`config.mk`:
```
export PLATFORM = sky130hd
export DESIGN_NAME = rrs_seq
export DESIGN_NICKNAME = d
export VERILOG_FILES = /design/src/common/rrs_pkg.sv /design/src/design/rrs_seq.sv /design/src/design/rrs_clk_div.sv
export VERILOG_INCLUDE_DIRS = /design/src /design/src/common
export SDC_FILE = /design/constraint.sdc
export NUM_CORES = 1
export LEC_CHECK = 0
export BUFFER_PORTS_ARGS = -buffer_cell sky130_fd_sc_hd__buf_2
export CAP_MARGIN = 20
export CORE_ASPECT_RATIO = 1.25
export CORE_MARGIN = 2
export CORE_UTILIZATION = 26
export CTS_BUF_LIST = sky130_fd_sc_hd__clkbuf_4 sky130_fd_sc_hd__clkbuf_8
export CTS_CLUSTER_SIZE = 12
export DETAILED_ROUTE_END_ITERATION = 8
export GPL_TIMING_DRIVEN = 0
export PLACE_DENSITY = 0.46
export SETUP_SLACK_MARGIN = 0.05
export SYNTH_ARGS = -nofsm -noshare
export SYNTH_HDL_FRONTEND = slang
export SYNTH_HIERARCHICAL = 1
export SYNTH_SLANG_ARGS = --single-unit
```
`constraint.sdc`:
```
create_clock -name clk_i -period 4.75 [get_ports clk_i]
set_input_delay 0.95 -clock clk_i [delete_from_list [all_inputs] [get_ports clk_i]]
set_output_delay 0.95 -clock clk_i [all_outputs]
set_load 0.01 [all_outputs]
```
`src/common/rrs_map.svh`:
```
`ifndef RRS_MAP_SVH
`define RRS_MAP_SVH
// Contract
// - A rising run bit in run control starts a port measurement sequence.
// - Host keeps run high; device stops itself and raises the done flag.
// - Device never clears run; restart needs six divided ticks of zero.
// - External switch bit changes port drive for transistors. The code ignores it while the capacitance bit is set.
// - Port field sits in bits 7 to 5, reset value binary 100.
// - Single bit off measures ports 1 to field; on measures that port. With single off the code caps the field at 4 (RRS_MAX_PORT).
// - Same drive for R and L; capacitance bit selects alternative drive.
// - Sequencer clock divider codes 0 to 6 give 1 to 64; 7 gives 64.
// - Control bit 7 starts calibration; device clears it when done.
// - Calibration measures one and two periods, overwrites its values.
// - Own calibration makes its start and two hits a period apart.
// - Auto calibration bit starts calibration once hit count reached.
// - Calibration values stay readable by the host.
// - Eight results and status readable; a sequential unit fills results.
// - The sequence starts on a zero to one edge of the run bit.
// - Per port: measure, calibrate, compute, store, advance the port.
// - About 250 sequencer cycles per port plus the measuring time; the code settles 201 ticks (RRS_PORT_OVH) per port.
// - With calibration each port gives 32 bits over two 16-bit registers.

// Register indices; byte address is four times the index
`define RRS_IDX_CAL_CTRL 8'h00
`define RRS_IDX_PORT_CFG 8'h05
`define RRS_IDX_RUN_CTRL 8'h06
`define RRS_IDX_STATUS 8'h0b
`define RRS_IDX_CAL1 8'h0c
`define RRS_IDX_CAL2 8'h0d
`define RRS_IDX_RES_FIRST 8'h10
`define RRS_IDX_RES_LAST 8'h17

// Field positions
`define RRS_CAL_START_BIT 7
`define RRS_CAL_CALIB_BIT 6
`define RRS_CAL_AUTO_BIT 3
`define RRS_RUN_BIT 3
`define RRS_XSW_BIT 2
`define RRS_ST_DONE_BIT 0
`define RRS_ST_BUSY_BIT 1
`define RRS_ST_CAL_BIT 2

// Reset values
`define RRS_CAL_CTRL_RST 8'h00
`define RRS_PORT_CFG_RST 8'h80
`define RRS_RUN_CTRL_RST 8'h00

// Counts
`define RRS_REARM_TICKS 3'd6
`define RRS_PORT_OVH 8'hc8
`define RRS_MAX_PORT 3'd4
`define RRS_DIV_MAX_CODE 3'd6
`define RRS_DIV_STEPS 6'd32

// Bus answers
`define RRS_RESP_OKAY 2'b00
`define RRS_RESP_SLVERR 2'b10
`endif

```
`src/common/rrs_pkg.sv`:
```
package rrs_pkg;

  // Sequencer states
  typedef enum logic [2:0] {
    SQ_IDLE, SQ_PREP, SQ_SETTLE, SQ_DRIVE, SQ_CALIB, SQ_STORE, SQ_DONE
  } rrs_seq_e;

  // Layout of the port and clock configuration register
  typedef struct packed {
    logic [2:0] port_count_or_index;
    logic single;
    logic cap_select;
    logic [2:0] sequencer_clock_divider;
  } rrs_port_cfg_s;

  // One taken bus write
  typedef struct packed {
    logic [7:0] idx;
    logic [7:0] data;
    logic lane;
  } rrs_wr_s;

endpackage : rrs_pkg

```
`src/design/rrs_seq.sv`:
```
// Added by the designer: the AXI4-Lite interface to the registers.
`timescale 1ns/10ps
`include "rrs_map.svh"
module rrs_seq import rrs_pkg::*; #(
  parameter int ADDR_W = 10,
  parameter int CAL_PERIOD = 8,
  parameter int N_PORTS = 4
) (
  // Clock and reset
  input wire logic clk_i,
  input wire logic rstn_i,
  // AXI4-Lite write channels
  input wire logic awvalid_i,
  input wire logic [ADDR_W-1:0] awaddr_i,
  output logic awready_o,
  input wire logic wvalid_i,
  input wire logic [31:0] wdata_i,
  input wire logic [3:0] wstrb_i,
  output logic wready_o,
  output logic bvalid_o,
  output logic [1:0] bresp_o,
  input wire logic bready_i,
  // AXI4-Lite read channels
  input wire logic arvalid_i,
  input wire logic [ADDR_W-1:0] araddr_i,
  output logic arready_o,
  output logic rvalid_o,
  output logic [31:0] rdata_o,
  output logic [1:0] rresp_o,
  input wire logic rready_i,
  // Measurement front end
  input wire logic sense_i,
  input wire logic hits_reached_i,
  output logic [N_PORTS-1:0] port_o,
  output logic [N_PORTS-1:0] port_oe_n_o,
  output logic meas_start_o
);

  //////////////////////////////////////////////////////////////////////////
  // Registers and state
  logic [7:0] calibration_control;
  rrs_port_cfg_s rlc_port_and_clock_config;
  logic [7:0] rlc_run_control;
  logic sequence_done_flag;
  logic [15:0] cal1;
  logic [15:0] cal2;
  logic [15:0] res [0:7];
  rrs_seq_e state;
  logic tick;
  logic [2:0] low_cnt;
  logic [2:0] cur_port;
  logic [2:0] last_port;
  logic [1:0] slot;
  logic [7:0] ovh_cnt;
  logic [15:0] raw;
  logic [31:0] quo;
  logic [31:0] dvd;
  logic [16:0] rem;
  logic [5:0] steps;
  logic sense_m;
  logic sense_s;
  logic cal_run;
  logic [15:0] cal_cnt;
  logic aw_got;
  logic w_got;
  logic [7:0] aw_idx;
  logic [31:0] w_data;
  logic [3:0] w_strb;
  logic wr_en;
  rrs_wr_s wr;
  logic rd_err;
  logic [31:0] rd_data;
  logic [7:0] rd_idx;
  logic run_bit;
  logic drv_level;
  logic stop_level;
  logic [16:0] next_rem;
  logic [15:0] dsr;

  assign run_bit = rlc_run_control[`RRS_RUN_BIT];
  assign dsr = cal2 - cal1;

  //////////////////////////////////////////////////////////////////////////
  // Sequencer clock enable
  rrs_clk_div #(
    .CNT_W(6)
  ) u_div (
    .clk_i(clk_i),
    .rstn_i(rstn_i),
    .sel_i(rlc_port_and_clock_config.sequencer_clock_divider),
    .tick_o(tick)
  );

  // Comparator sense input synchroniser
  always_ff @(posedge clk_i) begin
    if (!rstn_i) begin
      sense_m <= 1'b0;
      sense_s <= 1'b0;
    end else begin
      sense_m <= sense_i;
      sense_s <= sense_m;
    end
  end

  //////////////////////////////////////////////////////////////////////////
  // AXI4-Lite write side: address and data in either order
  always_ff @(posedge clk_i) begin
    if (!rstn_i) begin
      awready_o <= 1'b1;
      wready_o <= 1'b1;
      aw_got <= 1'b0;
      w_got <= 1'b0;
      aw_idx <= 8'h00;
      w_data <= 32'h0000_0000;
      w_strb <= 4'h0;
      bvalid_o <= 1'b0;
      bresp_o <= `RRS_RESP_OKAY;
    end else begin
      if (awvalid_i && awready_o) begin
        aw_got <= 1'b1;
        awready_o <= 1'b0;
        aw_idx <= awaddr_i[9:2];
      end
      if (wvalid_i && wready_o) begin
        w_got <= 1'b1;
        wready_o <= 1'b0;
        w_data <= wdata_i;
        w_strb <= wstrb_i;
      end
      if (wr_en) begin
        aw_got <= 1'b0;
        w_got <= 1'b0;
        bvalid_o <= 1'b1;
        bresp_o <= (aw_idx == `RRS_IDX_CAL_CTRL ||
                    aw_idx == `RRS_IDX_PORT_CFG ||
                    aw_idx == `RRS_IDX_RUN_CTRL) ?
                   `RRS_RESP_OKAY : `RRS_RESP_SLVERR;
      end
      if (bvalid_o && bready_i) begin
        bvalid_o <= 1'b0;
        awready_o <= 1'b1;
        wready_o <= 1'b1;
      end
    end
  end

  // One write takes effect once both halves are held
  assign wr_en = aw_got && w_got && !bvalid_o;
  assign wr = '{idx: aw_idx, data: w_data[7:0], lane: w_strb[0]};

  // Control registers written by software
  always_ff @(posedge clk_i) begin
    if (!rstn_i) begin
      rlc_port_and_clock_config <= `RRS_PORT_CFG_RST;
      rlc_run_control <= `RRS_RUN_CTRL_RST;
    end else if (wr_en && wr.lane) begin
      if (wr.idx == `RRS_IDX_PORT_CFG) begin
        rlc_port_and_clock_config <= wr.data;
      end
      if (wr.idx == `RRS_IDX_RUN_CTRL) begin
        rlc_run_control <= wr.data;
      end
    end
  end

  // Calibration control: software write, start bit cleared by hardware
  always_ff @(posedge clk_i) begin
    if (!rstn_i) begin
      calibration_control <= `RRS_CAL_CTRL_RST;
    end else if (wr_en && wr.lane && wr.idx == `RRS_IDX_CAL_CTRL) begin
      calibration_control <= wr.data;
    end else if (cal_run && cal_cnt == 16'(2 * CAL_PERIOD)) begin
      calibration_control[`RRS_CAL_START_BIT] <= 1'b0;
    end
  end

  //////////////////////////////////////////////////////////////////////////
  // AXI4-Lite read side
  assign rd_idx = araddr_i[9:2];

  // Read data selection
  always_comb begin
    rd_data = 32'h0000_0000;
    rd_err = 1'b0;
    if (rd_idx >= `RRS_IDX_RES_FIRST && rd_idx <= `RRS_IDX_RES_LAST) begin
      rd_data[15:0] = res[rd_idx[2:0]];
    end else begin
      unique case (rd_idx)
        `RRS_IDX_CAL_CTRL: rd_data[7:0] = calibration_control;
        `RRS_IDX_PORT_CFG: rd_data[7:0] = rlc_port_and_clock_config;
        `RRS_IDX_RUN_CTRL: rd_data[7:0] = rlc_run_control;
        `RRS_IDX_STATUS: begin
          rd_data[`RRS_ST_DONE_BIT] = sequence_done_flag;
          rd_data[`RRS_ST_BUSY_BIT] = (state != SQ_IDLE) &&
                                      (state != SQ_DONE);
          rd_data[`RRS_ST_CAL_BIT] = cal_run;
        end
        `RRS_IDX_CAL1: rd_data[15:0] = cal1;
        `RRS_IDX_CAL2: rd_data[15:0] = cal2;
        default: rd_err = 1'b1;
      endcase
    end
  end

  // Read handshake, data one cycle after the address is taken
  always_ff @(posedge clk_i) begin
    if (!rstn_i) begin
      arready_o <= 1'b1;
      rvalid_o <= 1'b0;
      rdata_o <= 32'h0000_0000;
      rresp_o <= `RRS_RESP_OKAY;
    end else if (arvalid_i && arready_o) begin
      arready_o <= 1'b0;
      rvalid_o <= 1'b1;
      rdata_o <= rd_data;
      rresp_o <= rd_err ? `RRS_RESP_SLVERR : `RRS_RESP_OKAY;
    end else if (rvalid_o && rready_i) begin
      rvalid_o <= 1'b0;
      arready_o <= 1'b1;
    end
  end

  //////////////////////////////////////////////////////////////////////////
  // Calibration: two hits at one and two calibration periods
  always_ff @(posedge clk_i) begin
    if (!rstn_i) begin
      cal_run <= 1'b0;
      cal_cnt <= 16'h0000;
      cal1 <= 16'h0000;
      cal2 <= 16'h0000;
    end else if (!cal_run) begin
      cal_cnt <= 16'h0000;
      if (calibration_control[`RRS_CAL_START_BIT] ||
          (calibration_control[`RRS_CAL_AUTO_BIT] && hits_reached_i)) begin
        cal_run <= 1'b1;
      end
    end else begin
      cal_cnt <= cal_cnt + 1'b1;
      if (cal_cnt == 16'(CAL_PERIOD)) begin
        cal1 <= cal_cnt;
      end
      if (cal_cnt == 16'(2 * CAL_PERIOD)) begin
        cal2 <= cal_cnt;
        cal_run <= 1'b0;
      end
    end
  end

  //////////////////////////////////////////////////////////////////////////
  // Rearm counter: run must stay low six divided ticks
  always_ff @(posedge clk_i) begin
    if (!rstn_i) begin
      low_cnt <= 3'd0;
    end else if (run_bit) begin
      if (state == SQ_PREP) begin
        low_cnt <= 3'd0;
      end
    end else if (tick && low_cnt != `RRS_REARM_TICKS) begin
      low_cnt <= low_cnt + 1'b1;
    end
  end

  // Drive level and stop level by mode
  assign drv_level = rlc_port_and_clock_config.cap_select ||
                     rlc_run_control[`RRS_XSW_BIT];
  assign stop_level = rlc_port_and_clock_config.cap_select;

  // One restoring division step
  assign next_rem = {rem[15:0], dvd[31]};

  // Main sequencer
  always_ff @(posedge clk_i) begin
    if (!rstn_i) begin
      state <= SQ_IDLE;
      cur_port <= 3'd0;
      last_port <= 3'd0;
      slot <= 2'd0;
      ovh_cnt <= 8'h00;
      raw <= 16'h0000;
      quo <= 32'h0000_0000;
      dvd <= 32'h0000_0000;
      rem <= 17'h0_0000;
      steps <= 6'd0;
      sequence_done_flag <= 1'b0;
      meas_start_o <= 1'b0;
    end else begin
      meas_start_o <= 1'b0;
      if (!run_bit && state != SQ_IDLE) begin
        state <= SQ_IDLE;
      end else begin
        unique case (state)
          SQ_IDLE: begin
            if (tick && run_bit && low_cnt == `RRS_REARM_TICKS) begin
              state <= SQ_PREP;
              sequence_done_flag <= 1'b0;
            end
          end
          SQ_PREP: begin
            slot <= 2'd0;
            ovh_cnt <= 8'h00;
            if (rlc_port_and_clock_config.port_count_or_index == 3'd0) begin
              state <= SQ_DONE;
            end else if (rlc_port_and_clock_config.single) begin
              cur_port <=
                rlc_port_and_clock_config.port_count_or_index;
              last_port <= rlc_port_and_clock_config.port_count_or_index;
              state <= SQ_SETTLE;
            end else begin
              cur_port <= 3'd1;
              last_port <=
                (rlc_port_and_clock_config.port_count_or_index >
                 `RRS_MAX_PORT) ? `RRS_MAX_PORT :
                rlc_port_and_clock_config.port_count_or_index;
              state <= SQ_SETTLE;
            end
          end
          SQ_SETTLE: begin
            raw <= 16'h0000;
            if (tick) begin
              ovh_cnt <= ovh_cnt + 1'b1;
              if (ovh_cnt == `RRS_PORT_OVH) begin
                state <= SQ_DRIVE;
                meas_start_o <= 1'b1;
              end
            end
          end
          SQ_DRIVE: begin
            raw <= raw + 1'b1;
            if (sense_s == stop_level || raw == 16'hffff) begin
              state <= SQ_CALIB;
              dvd <= {raw, 16'h0000};
              rem <= 17'h0_0000;
              steps <= 6'd0;
            end
          end
          SQ_CALIB: begin
            if (!calibration_control[`RRS_CAL_CALIB_BIT]) begin
              quo <= {16'h0000, raw};
              state <= SQ_STORE;
            end else if (steps == `RRS_DIV_STEPS) begin
              state <= SQ_STORE;
            end else begin
              steps <= steps + 1'b1;
              dvd <= {dvd[30:0], 1'b0};
              if (next_rem >= {1'b0, dsr}) begin
                rem <= next_rem - {1'b0, dsr};
                quo <= {quo[30:0], 1'b1};
              end else begin
                rem <= next_rem;
                quo <= {quo[30:0], 1'b0};
              end
            end
          end
          SQ_STORE: begin
            res[{slot, 1'b0}] <= quo[15:0];
            res[{slot, 1'b1}] <= quo[31:16];
            slot <= slot + 1'b1;
            ovh_cnt <= 8'h00;
            if (cur_port >= last_port) begin
              state <= SQ_DONE;
            end else begin
              cur_port <= cur_port + 1'b1;
              state <= SQ_SETTLE;
            end
          end
          SQ_DONE: begin
            sequence_done_flag <= 1'b1;
          end
        endcase
      end
    end
  end

  //////////////////////////////////////////////////////////////////////////
  // Per port drivers, enabled only while the sequencer drives that port (SQ_DRIVE)
  for (genvar g = 0; g < N_PORTS; g++) begin : g_port
    always_ff @(posedge clk_i) begin
      if (!rstn_i) begin
        port_o[g] <= 1'b0;
        port_oe_n_o[g] <= 1'b1;
      end else begin
        port_o[g] <= drv_level;
        port_oe_n_o[g] <= !(state == SQ_DRIVE &&
                            cur_port == 3'(g + 1));
      end
    end
  end

endmodule : rrs_seq

```
`src/design/rrs_clk_div.sv`:
```
`timescale 1ns/10ps
`include "rrs_map.svh"
module rrs_clk_div import rrs_pkg::*; #(
  parameter int CNT_W = 6
) (
  // Clock and reset
  input wire logic clk_i,
  input wire logic rstn_i,
  // Division code
  input wire logic [2:0] sel_i,
  // One-cycle enable at the divided rate
  output logic tick_o
);

  logic [CNT_W-1:0] cnt;
  logic [CNT_W-1:0] last;

  // Terminal count from the code, top codes saturate
  always_comb begin
    if (sel_i >= `RRS_DIV_MAX_CODE) begin
      last = '1;
    end else begin
      last = CNT_W'((1 << sel_i) - 1);
    end
  end

  // Free running counter and enable pulse
  always_ff @(posedge clk_i) begin
    if (!rstn_i) begin
      cnt <= '0;
      tick_o <= 1'b0;
    end else if (cnt >= last) begin
      cnt <= '0;
      tick_o <= 1'b1;
    end else begin
      cnt <= cnt + 1'b1;
      tick_o <= 1'b0;
    end
  end

endmodule : rrs_clk_div

```
==> impl_metrics.csv <==
group,metric,value,unit
run_status,status,"finished, final reports clean",
routing,viasPerCell,4.672,
logic_synthesis,synthXorXnorAreaFrac,3.308,%
critical_path,crit_path_end_kind,"register",
routing,ant_nets,0,
sta,finalCriticalPeriod,4.392,ns
global_route,grt_max_degree,33,
cells_and_area,multiInputGateArea,7450,um2
logic_synthesis,synth_top_family_by_area,"simple AND/OR/NAND/NOR gates",
routing,drc,0,
power_and_ir_drop,p_leak,7.105,nW
cts,hold_buffers,0,
critical_path,slowest_stage,"or4_1",
critical_path,crit_chain,"inv_1, ha_1, nor2b_1, o31a_1, o41ai_4, nor2b_4, o21bai_1, a21oi_1, xnor2_1, ha_1, clkbuf_1, nand4_1, nor3_1, or4_1, a21oi_2, o211ai_1, buf_4, buf_6, mux2i_1, o21ai_1",
logic_synthesis,synth_area_per_cell,10.40,um2
power_and_ir_drop,p_clk_share,45.2,%
placed_design,routabilityCongestion,0.8408,
cts,worst_skew_pair.late_latency,0.65,ns
placed_design,dp_hpwl,34.38,mm
global_route,track_usage,14.15,%
logic_synthesis,synth_cells,1604,
critical_path,required,5.26,ns
logic_synthesis,syn-cell-area,16680,um2
critical_path,crit_cells,20,
cts,clk_pin_slew,0.07,ns
sta,max_slew_margin,30.96,%
logic_synthesis,ys_ff_latch,367,
sta,worst_pin_slew,1.036,ns
sta,skew,0.02867,ns
cts,cts_sinks,367,
global_route,antenna_found_initial,2,
cts,htree_num_levels,2,
critical_path,arrival,4.90,ns
run,maxCapViolCount,0,
placed_design,io_buffers,63,
routing,wl_per_cell,17.72,um
sta,slew_violations,0,
cells_and_area,layout.nets,1876,
cts,cts_tree,"yes",
critical_path,startpoint_type,"register",
sta,setup_tns,0,ns
power_and_ir_drop,powerDensity,332.4,nW/um2
sta,fmax,227.7,MHz
routing,drt_wl_total,46.80,mm
cts,cts_root_buf,"clkbuf_8",
floorplan,dieWidth,230.6,um
sta,rsz0062_at_grt,"false",
placed_design,dpl.cell_count,2527,
routing,drt_iter0_markers,780,
floorplan,initial_utilization,26.36,%
cells_and_area,drive_above_1_share,15.83,%
logic_synthesis,synthFlopType,"dfxtp_1",
logic_synthesis,synth_top_area_cell,"dfxtp_1",
sta,setup_viol,0,
critical_path,cp_common_cell,"ha_1",
power_and_ir_drop,internal_power,4.975,mW
power_and_ir_drop,vdd_drop_max,0.0001610,V
sta,holdWs,0.4456,ns
floorplan,dieArea,66220,um2
power_and_ir_drop,share_comb_of_total_power,4.1,%
logic_synthesis,synth_top_area_share,28.68,%
cells_and_area,fin_cells,2641,
floorplan,core_area,63280,um2
sta,fin_crit_sh,92.45,%
sta,finalHoldViolCount,0,
logic_synthesis,synth-edff-count,128,
power_and_ir_drop,total_power,6.470,mW
logic_synthesis,ys_warn_count,6,
global_route,grt_overflow,0,
routing,vias,12340,
logic_synthesis,ys_seq_area_share,51.72,%
power_and_ir_drop,p_seq_share,50.7,%
logic_synthesis,synthAdderAreaFrac,4.665,%
cells_and_area,regArea,8630,um2
floorplan,die_h,287.2,um
critical_path,critPathMaxStageDelay,0.49,ns
critical_path,critical_path_class,"register to register",
power_and_ir_drop,swShare,23.11,%
logic_synthesis,synth-compound-area-share,12.56,%
routing,drt_first_pass_iters,5,
hold_path,holdPathStages,1,
cells_and_area,nFillCells,6491,
logic_synthesis,synth_mux_area_share,8.760,%
power_and_ir_drop,p_sw,1.495,mW
critical_path,cp_max_fo,10,
floorplan,ios,115,
cts,cts.path.max_buffers,3,
critical_path,r2r_cells,20,
floorplan,rows,103,
critical_path,cp_top_family,"compound AO/OA/AOI/OAI gates",
logic_synthesis,synth_area_leaders,"dfxtp_1 29%, edfxtp_1 23%, ha_1 4.4%, mux2i_1 3.9%, mux4_2 3.5%",
logic_synthesis,synth_cell_type_count,74,
cells_and_area,area_growth,16.69,%
cts,numCtsBuffers,61,
global_route,grt_pass1_vias,12776,
logic_synthesis,synth_simple_gate_area_share,14.69,%
critical_path,worst-path-buf-inv,4,
global_route,grt_pass1_wl,72.90,mm
hold_path,hp-class,"register to register",
logic_synthesis,async_reset_ff_share,0,%
per-stage QoR:
stage                     area (um2)  utilization [%]  setup WS (ns)
after global routing           19470            30.76        0.06470
after CTS                      19430            30.71         0.1292
after global placement         18110            28.62        0.08337
after detailed placement       18150            28.69        0.05316
after floorplan                16750                -         0.8428
final                          19470            30.76         0.3584
synth_stat cells (6+ instances only):
cell,number
dfxtp_1,239
nor2_1,149
nand2_1,144
edfxtp_1,128
a21oi_1,114
mux2i_1,65
o21ai_0,64
nand3_1,63
ha_1,59
inv_1,59
clkbuf_1,56
xor2_1,32
a22oi_1,31
xnor2_1,31
and2_1,28
mux4_2,26
nor3_1,26
buf_4,22
a211oi_1,20
mux2_2,20
and3_1,16
nand4_1,16
a21o_1,12
a31oi_1,12
o21ai_1,12
a222oi_1,11
nor2b_1,11
buf_2,10
or3_1,10
buf_1,9
o21a_1,9
o211ai_1,6
sequential cells by signal, indices dropped and copies added, names as in the netlist, 8 cells and up:
name	cells
aw_idx	8
cal1	16
cal2	16
cal_cnt	16
calibration_control	8
dvd	16
ovh_cnt	8
quo	32
raw	16
rdata_o	16
rem	16
res	128
rlc_run_control	8
w_data	8
power by group through the flow:
stage,sequential [mW],combinational [mW],clock (mW)
after global routing,3.28,0.291,3.16
final,3.28,0.267,2.93
after CTS,3.28,0.270,3.03
after detailed placement,3.34,0.269,0
after global placement,3.34,0.266,0
after floorplan,3.34,0.155,0
cell usage in the layout (no fill, tap or decap), types with 16 or more instances in the layout:
cell type	netlist	layout
a211oi_1	20	19
a21oi_1	114	113
a22oi_1	31	31
and2_1	28	24
and3_1	16	16
buf_2	10	74
buf_4	22	23
clkbuf_1	56	56
clkbuf_4	0	22
clkbuf_8	0	70
conb_1	1	18
dfxtp_1	239	238
edfxtp_1	128	128
ha_1	59	59
inv_1	59	59
mux2_2	20	20
mux2i_1	65	65
mux4_2	26	26
nand2_1	144	144
nand3_1	63	63
nand4_1	16	16
nor2_1	149	149
nor3_1	26	26
o21ai_0	64	63
xnor2_1	31	31
xor2_1	32	32
final cells by class:
cell class,count,share of cell area (%)
flip-flops and latches,367,44.33
multi-input cells,1095,38.27
clock buffers,92,5.798
well taps,840,5.399
plain buffers,100,2.532
repair buffers,66,1.761
inverters,59,1.138
clock inverters,21,0.7585
diodes,1,0.01286
worst paths after layout:
| kind | start | endpoint | slack, ns |
|---|---|---|---|
| hold reg to reg | sense_m$_SDFF_PN0_ | sense_s$_SDFF_PN0_ | 0.45 |
| hold / removal | sense_m$_SDFF_PN0_ | sense_s$_SDFF_PN0_ | 0.45 |
| setup reg to reg | cal1[1]$_SDFFE_PN0P_ | rem[9]$_SDFFE_PN0P_ | 0.36 |
| setup / recovery | cal1[1]$_SDFFE_PN0P_ | rem[9]$_SDFFE_PN0P_ | 0.36 |
cells by family after synthesis:
| kind of cell | Yosys count |
|---|---|
| AO/OA/AOI/OAI | 332 |
| flip-flops | 367 |
| AND/OR/NAND/NOR | 510 |
| multiplexers | 111 |
| adder cells (fa/ha/maj) | 61 |
| buffers and inverters | 159 |
| XOR/XNOR | 63 |
| other | 1 |
routing by layer:
metal  up-vias  share of wire, %  GRT usage, %
li1       6061                 -             -
met1      5983                41         16.64
met2       221                51         25.93
met3        75               4.8         2.411
met4         0               2.6         4.677
met5         -                 0             0
what timing repair did:
item,in CTS,in global routing
cloned,0,0
gates resized for setup,1,7
setup endpoints to repair,1,15
setup buffers,0,0
(Power assumes the default switching activity.)
